### src/core/bcg_pkg.sv
`default_nettype none
package bcg_pkg;
	// Register indices as printed; the byte address is four times the index
	localparam logic [7:0]  IDX_APBA_SEL     = 8'h09;
	localparam logic [7:0]  IDX_APBB_SEL     = 8'h0A;
	localparam logic [7:0]  IDX_APBC_SEL     = 8'h0B;
	localparam logic [7:0]  IDX_SYS_GATES    = 8'h14;
	localparam logic [7:0]  IDX_APBA_GATES   = 8'h18;
	localparam int          ADDR_W           = 10;
	localparam logic [9:0]  ADDR_APBA_SEL    = {IDX_APBA_SEL, 2'b00};
	localparam logic [9:0]  ADDR_APBB_SEL    = {IDX_APBB_SEL, 2'b00};
	localparam logic [9:0]  ADDR_APBC_SEL    = {IDX_APBC_SEL, 2'b00};
	localparam logic [9:0]  ADDR_SYS_GATES   = {IDX_SYS_GATES, 2'b00};
	localparam logic [9:0]  ADDR_APBA_GATES  = {IDX_APBA_GATES, 2'b00};
	localparam int          DIV_CODE_W       = 3;
	localparam int          DIV_CNT_W        = 7;
	localparam int          SYS_GATE_W       = 5;
	localparam int          APBA_GATE_W      = 7;
	localparam logic [2:0]  SEL_RESET        = 3'h0;
	localparam logic [4:0]  SYS_GATES_RESET  = 5'h1F;
	localparam logic [6:0]  APBA_GATES_RESET = 7'h7F;
	localparam logic [1:0]  RESP_OKAY        = 2'h0;
	localparam logic [1:0]  RESP_SLVERR      = 2'h2;

	typedef struct packed {
		logic flash_controller_gate;
		logic debug_unit_gate;
		logic periph_bridge2_gate;
		logic periph_bridge1_gate;
		logic periph_bridge0_gate;
	} bcg_sys_gates_type;

	typedef struct packed {
		logic external_interrupt_gate;
		logic rtc_gate;
		logic watchdog_gate;
		logic generic_clock_unit_gate;
		logic system_control_gate;
		logic power_manager_gate;
		logic access_protector0_gate;
	} bcg_apba_gates_type;

	typedef struct packed {
		logic tick_a;
		logic tick_b;
		logic tick_c;
	} bcg_ticks_type;
endpackage : bcg_pkg
`default_nettype wire

### src/core/bcg_top.sv
// Behaviour
// - First bus clock divided by two power code
// - Second bus clock divided by two power code
// - Third bus clock divided by two power code
// - Flash and debug system clocks follow bits
// - Bridge system clocks follow mask bits 2:0
// - Interrupt controller clock follows mask bit 6
// - Real-time counter clock follows mask bit 5
// - Five system peripherals follow mask bits 4:0
// - Writes ignored while access protector locks
//
// Implementation choice: register access over AXI4-Lite.
`default_nettype none
module bcg_top (
	input  wire logic                        ref_clk_in,
	input  wire logic                        rst_n_in,
	input  wire logic                        write_lock_in,
	input  wire logic [bcg_pkg::ADDR_W-1:0]  s_axi_awaddr_in,
	input  wire logic                        s_axi_awvalid_in,
	output logic                             s_axi_awready_out,
	input  wire logic [31:0]                 s_axi_wdata_in,
	input  wire logic [3:0]                  s_axi_wstrb_in,
	input  wire logic                        s_axi_wvalid_in,
	output logic                             s_axi_wready_out,
	output logic [1:0]                       s_axi_bresp_out,
	output logic                             s_axi_bvalid_out,
	input  wire logic                        s_axi_bready_in,
	input  wire logic [bcg_pkg::ADDR_W-1:0]  s_axi_araddr_in,
	input  wire logic                        s_axi_arvalid_in,
	output logic                             s_axi_arready_out,
	output logic [31:0]                      s_axi_rdata_out,
	output logic [1:0]                       s_axi_rresp_out,
	output logic                             s_axi_rvalid_out,
	input  wire logic                        s_axi_rready_in,
	output bcg_pkg::bcg_ticks_type           bus_ticks_out,
	output bcg_pkg::bcg_sys_gates_type       sys_gates_out,
	output bcg_pkg::bcg_apba_gates_type      apba_gates_out
);
	logic [1:0]                       rst_sync;
	logic                             rst_n;
	logic [bcg_pkg::DIV_CODE_W-1:0]   first_bus_div_code;
	logic [bcg_pkg::DIV_CODE_W-1:0]   second_bus_div_code;
	logic [bcg_pkg::DIV_CODE_W-1:0]   third_bus_div_code;
	logic [bcg_pkg::SYS_GATE_W-1:0]   sys_mask;
	logic [bcg_pkg::APBA_GATE_W-1:0]  apba_mask;
	logic [bcg_pkg::DIV_CNT_W-1:0]    div_cnt;
	logic [bcg_pkg::ADDR_W-1:0]       wr_addr;
	logic [31:0]                      wr_data;
	logic [3:0]                       wr_strb;
	logic [bcg_pkg::ADDR_W-1:0]       rd_addr;
	logic                             wr_fire;
	logic                             wr_hit;
	logic                             rd_hit;
	logic [31:0]                      rd_word;
	logic                             next_tick_a;
	logic                             next_tick_b;
	logic                             next_tick_c;

	// Reset is released through two flops; assertion stays asynchronous
	always_ff @(posedge ref_clk_in or negedge rst_n_in) begin
		if (!rst_n_in) begin
			rst_sync <= 2'b00;
		end else begin
			rst_sync <= {rst_sync[0], 1'b1};
		end
	end
	assign rst_n = rst_sync[1];

	// Divider ticks: a code of n fires once every 2**n cycles
	function automatic logic tick_due(input logic [6:0] cnt, input logic [2:0] code);
		logic [6:0] sel_bits;
		sel_bits = 7'((8'h01 << code) - 8'h01);
		return (cnt & sel_bits) == sel_bits;
	endfunction : tick_due

	// One shared counter keeps the three bus rates phase aligned
	always_ff @(posedge ref_clk_in or negedge rst_n) begin
		if (!rst_n) begin
			div_cnt <= 7'h00;
		end else begin
			div_cnt <= div_cnt + 7'h01;
		end
	end

	always_comb begin
		next_tick_a = tick_due(div_cnt, first_bus_div_code);
		next_tick_b = tick_due(div_cnt, second_bus_div_code);
		next_tick_c = tick_due(div_cnt, third_bus_div_code);
	end

	always_ff @(posedge ref_clk_in or negedge rst_n) begin
		if (!rst_n) begin
			bus_ticks_out  <= '0;
			sys_gates_out  <= bcg_pkg::bcg_sys_gates_type'(bcg_pkg::SYS_GATES_RESET);
			apba_gates_out <= '0;
		end else begin
			bus_ticks_out  <= {next_tick_a, next_tick_b, next_tick_c};
			sys_gates_out  <= bcg_pkg::bcg_sys_gates_type'(sys_mask);
			// Peripheral enables pulse only on first-bus ticks, and only if unmasked
			apba_gates_out <= bcg_pkg::bcg_apba_gates_type'(apba_mask & {7{next_tick_a}});
		end
	end

	// Write channel: address and data are taken in either order
	always_ff @(posedge ref_clk_in or negedge rst_n) begin
		if (!rst_n) begin
			s_axi_awready_out <= 1'b1;
			wr_addr           <= '0;
		end else if (s_axi_awvalid_in && s_axi_awready_out) begin
			s_axi_awready_out <= 1'b0;
			wr_addr           <= s_axi_awaddr_in;
		end else if (s_axi_bvalid_out && s_axi_bready_in) begin
			s_axi_awready_out <= 1'b1;
		end
	end

	always_ff @(posedge ref_clk_in or negedge rst_n) begin
		if (!rst_n) begin
			s_axi_wready_out <= 1'b1;
			wr_data          <= '0;
			wr_strb          <= '0;
		end else if (s_axi_wvalid_in && s_axi_wready_out) begin
			s_axi_wready_out <= 1'b0;
			wr_data          <= s_axi_wdata_in;
			wr_strb          <= s_axi_wstrb_in;
		end else if (s_axi_bvalid_out && s_axi_bready_in) begin
			s_axi_wready_out <= 1'b1;
		end
	end

	always_comb begin
		wr_fire = !s_axi_awready_out && !s_axi_wready_out && !s_axi_bvalid_out;
		wr_hit  = wr_addr == bcg_pkg::ADDR_APBA_SEL || wr_addr == bcg_pkg::ADDR_APBB_SEL ||
			wr_addr == bcg_pkg::ADDR_APBC_SEL || wr_addr == bcg_pkg::ADDR_SYS_GATES ||
			wr_addr == bcg_pkg::ADDR_APBA_GATES;
	end

	// A locked or unmapped write is answered with an error and changes nothing
	always_ff @(posedge ref_clk_in or negedge rst_n) begin
		if (!rst_n) begin
			s_axi_bvalid_out <= 1'b0;
			s_axi_bresp_out  <= bcg_pkg::RESP_OKAY;
		end else if (wr_fire) begin
			s_axi_bvalid_out <= 1'b1;
			s_axi_bresp_out  <= (wr_hit && !write_lock_in) ? bcg_pkg::RESP_OKAY : bcg_pkg::RESP_SLVERR;
		end else if (s_axi_bready_in) begin
			s_axi_bvalid_out <= 1'b0;
		end
	end

	// Only byte lane 0 carries defined bits; upper bits are dropped
	always_ff @(posedge ref_clk_in or negedge rst_n) begin
		if (!rst_n) begin
			first_bus_div_code  <= bcg_pkg::SEL_RESET;
			second_bus_div_code <= bcg_pkg::SEL_RESET;
			third_bus_div_code  <= bcg_pkg::SEL_RESET;
			sys_mask            <= bcg_pkg::SYS_GATES_RESET;
			apba_mask           <= bcg_pkg::APBA_GATES_RESET;
		end else if (wr_fire && !write_lock_in && wr_strb[0]) begin
			unique case (wr_addr)
				bcg_pkg::ADDR_APBA_SEL:   first_bus_div_code  <= wr_data[2:0];
				bcg_pkg::ADDR_APBB_SEL:   second_bus_div_code <= wr_data[2:0];
				bcg_pkg::ADDR_APBC_SEL:   third_bus_div_code  <= wr_data[2:0];
				bcg_pkg::ADDR_SYS_GATES:  sys_mask            <= wr_data[4:0];
				bcg_pkg::ADDR_APBA_GATES: apba_mask           <= wr_data[6:0];
				default: begin
				end
			endcase
		end
	end

	// Read channel
	always_comb begin
		rd_hit  = 1'b1;
		rd_word = 32'h0000_0000;
		unique case (rd_addr)
			bcg_pkg::ADDR_APBA_SEL:   rd_word = {29'h0, first_bus_div_code};
			bcg_pkg::ADDR_APBB_SEL:   rd_word = {29'h0, second_bus_div_code};
			bcg_pkg::ADDR_APBC_SEL:   rd_word = {29'h0, third_bus_div_code};
			bcg_pkg::ADDR_SYS_GATES:  rd_word = {27'h0, sys_mask};
			bcg_pkg::ADDR_APBA_GATES: rd_word = {25'h0, apba_mask};
			default:                  rd_hit  = 1'b0;
		endcase
	end

	always_ff @(posedge ref_clk_in or negedge rst_n) begin
		if (!rst_n) begin
			s_axi_arready_out <= 1'b1;
			rd_addr           <= '0;
		end else if (s_axi_arvalid_in && s_axi_arready_out) begin
			s_axi_arready_out <= 1'b0;
			rd_addr           <= s_axi_araddr_in;
		end else if (s_axi_rvalid_out && s_axi_rready_in) begin
			s_axi_arready_out <= 1'b1;
		end
	end

	// Data are sampled one cycle after the address is taken
	always_ff @(posedge ref_clk_in or negedge rst_n) begin
		if (!rst_n) begin
			s_axi_rvalid_out <= 1'b0;
			s_axi_rdata_out  <= 32'h0000_0000;
			s_axi_rresp_out  <= bcg_pkg::RESP_OKAY;
		end else if (!s_axi_arready_out && !s_axi_rvalid_out) begin
			s_axi_rvalid_out <= 1'b1;
			s_axi_rdata_out  <= rd_word;
			s_axi_rresp_out  <= rd_hit ? bcg_pkg::RESP_OKAY : bcg_pkg::RESP_SLVERR;
		end else if (s_axi_rready_in) begin
			s_axi_rvalid_out <= 1'b0;
		end
	end
endmodule : bcg_top
`default_nettype wire

### config.mk
export PLATFORM = sky130hd
export DESIGN_NAME = bcg_top
export DESIGN_NICKNAME = d
export VERILOG_FILES = /design/src/core/bcg_pkg.sv /design/src/core/bcg_top.sv
export SDC_FILE = /design/constraint.sdc
export NUM_CORES = 1
export LEC_CHECK = 0
export BUFFER_PORTS_ARGS = -buffer_cell sky130_fd_sc_hd__buf_2
export CORE_MARGIN = 5
export CORE_UTILIZATION = 45
export DETAILED_ROUTE_END_ITERATION = 10
export GPL_TIMING_DRIVEN = 0
export PLACE_DENSITY = 0.8
export SLEW_MARGIN = 15
export SYNTH_ARGS = -nofsm -noshare
export SYNTH_HDL_FRONTEND = slang
export SYNTH_SLANG_ARGS = --single-unit
### constraint.sdc
create_clock -name ref_clk_in -period 5.95 [get_ports ref_clk_in]
set_input_delay 0.2975 -clock ref_clk_in [delete_from_list [all_inputs] [get_ports ref_clk_in]]
set_output_delay 0.2975 -clock ref_clk_in [all_outputs]
set_load 0.01 [all_outputs]
# After elaboration in Yosys (flattened, before gate mapping)
# Cells that the tools add are included.
[classes]
n_addsub = 4
n_eq_ne = 13
shift = 3
mux = 13
bitwise = 4
n_reduce_logical = 32
[op_table]
columns = ["op", "n"]
rows = [
  ["10-bit by 6-bit == test with 1-bit output (second input constant)", 6],
  ["10-bit by 7-bit == test with 1-bit output (second input constant)", 4],
  ["7-bit case mux with 5 select lines", 1],
  ["7-bit AND", 4],
  ["7-bit == test", 3],
  ["1-bit by 3-bit << shifter with 7-bit output (first input constant)", 3],
  ["7-bit by 1-bit subtractor with 7-bit output (second input constant)", 3],
  ["1-bit logical AND", 11],
  ["1-bit 2-to-1 mux", 10],
  ["2-bit AND reduction", 5],
  ["2-bit nonzero test", 5],
  ["7-bit by 1-bit adder with 7-bit output (second input constant)", 1],
  ["1-bit logical NOT", 6],
  ["5-bit OR reduction", 1],
  ["1-bit logical OR", 4],
  ["2-bit 2-to-1 mux", 2],
]
[totals]
regBits = 114
input_bits = 64
output_inout_bits = 56
word_cells = 103

# Logic depth before layout (Yosys ltp)
[logic_depth]
ltp_word = 7
depth_mapped = 8
ltp_nobuf = 7

# Worst setup path after synthesis
# OpenSTA, ideal clock, no wires.
[synth_timing]
path_kind = "flip-flop to flip-flop"
startpoint = "register second_bus_div_code[1] (netlist name)"
endpoint = "register bus_ticks_out[1] (netlist name)"
setup_time_ps = 147
t_arrival_ps = 1900
required_ps = 5803
setup_slack_ps = 3903
path_stages_with_launch = 7
path_buffers = 1
period_less_slack_ps = 2047
cell_sequence = "dfrtp_1 > clkbuf_1 > or3_1 > ha_1 > or4b_2 > a21oi_1 > a2111oi_0"
[synth_via]
elab_chain_cells = 4
[synth_rtl]
columns = ["element", "line_no", "rtl"]
rows = [
  ["start, declared", "bcg_top.sv:42", "logic [bcg_pkg::DIV_CODE_W-1:0] second_bus_div_code;"],
  ["start signal, assigned", "bcg_top.sv:155", "second_bus_div_code <= bcg_pkg::SEL_RESET;"],
  ["start signal, assigned", "bcg_top.sv:162", "bcg_pkg::ADDR_APBB_SEL: second_bus_div_code <= wr_data[2:0];"],
  ["1-bit by 3-bit << shifter with 7-bit output (*)", "bcg_top.sv:72", "sel_bits = 7'((8'h01 << code) - 8'h01);"],
  ["7-bit by 1-bit subtractor with 7-bit output (*)", "bcg_top.sv:72", ""],
  ["7-bit AND", "bcg_top.sv:73", "return (cnt & sel_bits) == sel_bits;"],
  ["7-bit == test (*)", "bcg_top.sv:73", ""],
  ["named net next_tick_b", "bcg_top.sv:56", "logic next_tick_b;"],
  ["end signal, assigned", "bcg_top.sv:97", "bus_ticks_out <= {next_tick_a, next_tick_b, next_tick_c};"],
  ["end, declared", "bcg_top.sv:35", "output bcg_pkg::bcg_ticks_type bus_ticks_out,"],
]
# The timed path passes the listed nets; every way through them passes the cells marked *.
# A chain may end at the register's enable or synchronous reset.

# Final worst setup path
[layout_timing]
startpoint = "register first_bus_div_code[1] (netlist name)"
endpoint = "register bus_ticks_out[2] (netlist name)"
[layout_via]
elab_chain_cells = 4
[layout_rtl]
columns = ["element", "line_no", "rtl"]
rows = [
  ["start, declared", "bcg_top.sv:41", "logic [bcg_pkg::DIV_CODE_W-1:0] first_bus_div_code;"],
  ["start signal, assigned", "bcg_top.sv:154", "first_bus_div_code <= bcg_pkg::SEL_RESET;"],
  ["start signal, assigned", "bcg_top.sv:161", "bcg_pkg::ADDR_APBA_SEL: first_bus_div_code <= wr_data[2:0];"],
  ["1-bit by 3-bit << shifter with 7-bit output (*)", "bcg_top.sv:72", ""],
  ["7-bit by 1-bit subtractor with 7-bit output (*)", "bcg_top.sv:72", ""],
  ["7-bit AND", "bcg_top.sv:73", ""],
  ["7-bit == test (*)", "bcg_top.sv:73", ""],
  ["named net next_tick_a", "bcg_top.sv:55", "logic next_tick_a;"],
]
# Marks and branches as above.

==> out/results.ini <==
[synth]
yosysSeqAreaShare_pct=54.4
synthTopCellsByArea=dfrtp_1 41%, mux2_2 14%, dfstp_2 13%
ys.flop_type=dfrtp_1
ys_types=53
synth-seq-cells=87
synth_top_area_share_pct=41.4
async_flop_share_pct=100
syn_area_um2=4050
synth_edf_count=0
synth_warnings=0
yosysTopAreaCell=dfrtp_1
postSynthAreaPerCell_um2=12.3
synth_cells=330

[route]
dr.pass1.iters=5
wl_um=8270
drc=0
wl_per_cell_um=15.2
vias=2810
viasPerCell=5.15
drt-initial-drc-count=89
postRouteAntennaNets=0

[floorplanning]
die_h_um=105
dieWidth_um=105
core-area_um2=8760
start_util_pct=46.2
rows=34
top_level_ports=120
dieArea_um2=11000

[clocking]
clock_sinks=87
cts.repair.resized=0
clk_latency_ns=0.36
cts_buffers=9
cts-root-buf=clkbuf_8
hold_buffers=1
cts_tree=yes
clk_pin_slew_ns=0.08
post-cts-setup-buffer-count=0
cts.htree.levels=3
clock_path_buffers=2

[worst_setup_path]
cp.arrival_ns=2.76
path_max_fanout=10
start_kind=register
cp_cell_sequence=clkbuf_1 > or3_1 > ha_1 > xnor2_1 > a41oi_1 > nor3b_1
critPathCaptureType=register
reg2reg_from=first_bus_div_code[1]$_DFFE_PN0P_
max_stage_delay_ns=0.57
cp_data_required_time_ns=6.19
startpoint=first_bus_div_code[1]$_DFFE_PN0P_
path_class=register to register
slowest_stage=a41oi_1

[global_route]
grt_pass1_vias=2899
grt_antenna_before_repair=0
grt_first_pass_wirelength_um=14200
grt_util_all_layers_pct=15.7
grt-ovfl-total=0
grt_max_degree=54

[sta]
maxSlewViolCount=0
setup_tns_ns=0
post-route-period-util_pct=42.5
max_slew_margin_pct=56.1
min_period_ns=2.53
fmax_mhz=395
fin_skew_ns=0.0121
finalSetupViolCount=0
hold_violations=0
worstMarginPinSlew_ns=0.651
rsz0062_at_grt=false

[placement]
place_congestion=0.856
io_buffer_count=64
dp_hpwl_um=6200
numPlacedInstances=529

[power_and_ir_drop]
ir_drop_v=0.000233
p_leak_uw=0.00224
p_per_area_nw_per_um2=329

[cells_and_area]
drive_above_1_share_pct=42.5
final_cell_mix=66 x dfrtp_1, 64 x buf_2, 50 x mux2_2
syn2layout_area_growth_pct=19.2
stdcell_count=546
final_common_cell=dfrtp_1
final_nets=500
diodes=0

[job]
cap_violations=0

[hold_path]
min_from=s_axi_awvalid_in
hp-class=input port to register

[outcome]
status=finished, final reports clean

==> worst max-delay path: cells and delay by family, from the launching register on <==
family / cells / cell delay [ns]
and+or+nand+nor: 2 / 0.78
AOI/OAI and AO/OA: 1 / 0.57
adders and majority gates: 1 / 0.30
DFF: 1 / 0.39
xor gates and xnor gates: 1 / 0.17
buffers and inverters: 1 / 0.20
==> sequential cells by signal, indices dropped and copies added (netlist names), 2 cells and up <==
signal	cells
wr_addr	10
bus_ticks_out	3
third_bus_div_code	3
apba_gates_out	7
div_cnt	7
sys_gates_out	5
sys_mask	5
rst_sync	2
second_bus_div_code	3
apba_mask	7
wr_data	7
s_axi_rdata_out	7
first_bus_div_code	3
rd_addr	10
==> worst paths after layout <==
path / endpoint / slack [ns] / cells after the start
min reg2reg: wr_strb[0]$_DFFE_PN0P_ / 0.29 / 0
max: bus_ticks_out[2]$_DFF_PN0_ / 3.42 / 6
max reg2reg: bus_ticks_out[2]$_DFF_PN0_ / 3.42 / 6
min in group asynchronous: rst_sync[1]$_DFF_PN0_ / 0.25 / 2
min: s_axi_awready_out$_DFFE_PN1P_ / 0.09 / 2
max in group asynchronous: sys_gates_out[2]$_DFF_PN1_ / 5.00 / 1
==> kinds of logic (layout without fill, tap and decap cells) <==
group	after synthesis	in the layout	synth area share, %
xor+xnor	7	7	1.51
other cells	2	28	0.185
fa+ha+maj	3	3	0.927
flops	87	87	54.4
compound gates	48	48	8.16
buf+inv	39	121	6.12
simple gates	87	87	13.0
mux	57	57	15.7
==> metal layers <==
metal / track usage (%) / part of all wire, %
met5: 0 / 0
met4: 5.75 / 1.8
met3: 4.07 / 7.5
met2: 24.4 / 47
met1: 21.3 / 44
==> per-stage QoR <==
step / hold WS (ns) / area (um2) / setup slack [ns] / total power [uW] / utilization [%]
global route: 0.0845 / 4830 / 3.27 / 1690 / 55.1
CTS: 0.0781 / 4830 / 3.45 / 1600 / 55.1
finish: 0.0855 / 4830 / 3.42 / 1590 / 55.1
global placement: 0.0826 / 4600 / 2.58 / 1180 / 52.5
floorplan: 0.00191 / 4150 / 3.38 / 1080 / -
detailed placement: 0.0838 / 4630 / 3.49 / 1210 / 52.9
==> area by class of cell <==
class                      instances  area (um2)
timing repair buffer              66         358
multi-input combinational        230        1700
sequential                        87        2210
inverter                           5        18.8
clock buffer                      12         135
clock inverter                     4        47.5
tap                              108         135
fill                             760        3940
buffer                            34         229
==> cell usage after synthesis (2+ instances only) <==
| cell type | count |
|---|---|
| a31o_2 | 2 |
| or3_1 | 3 |
| nand4_1 | 4 |
| buf_4 | 27 |
| mux2i_1 | 5 |
| ha_1 | 3 |
| nand3_1 | 2 |
| or4_1 | 2 |
| nand2_1 | 20 |
| conb_1 | 2 |
| mux2_2 | 50 |
| clkbuf_1 | 7 |
| xor2_1 | 2 |
| nor3b_1 | 4 |
| dfstp_2 | 20 |
| o21ai_0 | 13 |
| nor2_1 | 16 |
| o41ai_1 | 2 |
| o2111a_1 | 2 |
| and3_1 | 3 |
| o22a_1 | 4 |
| nor4bb_1 | 2 |
| mux2_1 | 2 |
| nor2b_1 | 9 |
| nand2b_1 | 2 |
| inv_1 | 5 |
| a21oi_1 | 7 |
| xnor2_1 | 5 |
| nor4b_1 | 3 |
| and4bb_2 | 2 |
| a22oi_1 | 6 |
| nor3_1 | 7 |
| dfrtp_1 | 67 |
==> where the power goes <==
group | internal, uW | total (uW) | switching, uW
Sequential | 721 | 848 | 127
Clock | 193 | 397 | 204
Combinational | 188 | 344 | 156
(Power assumes the default switching activity.)
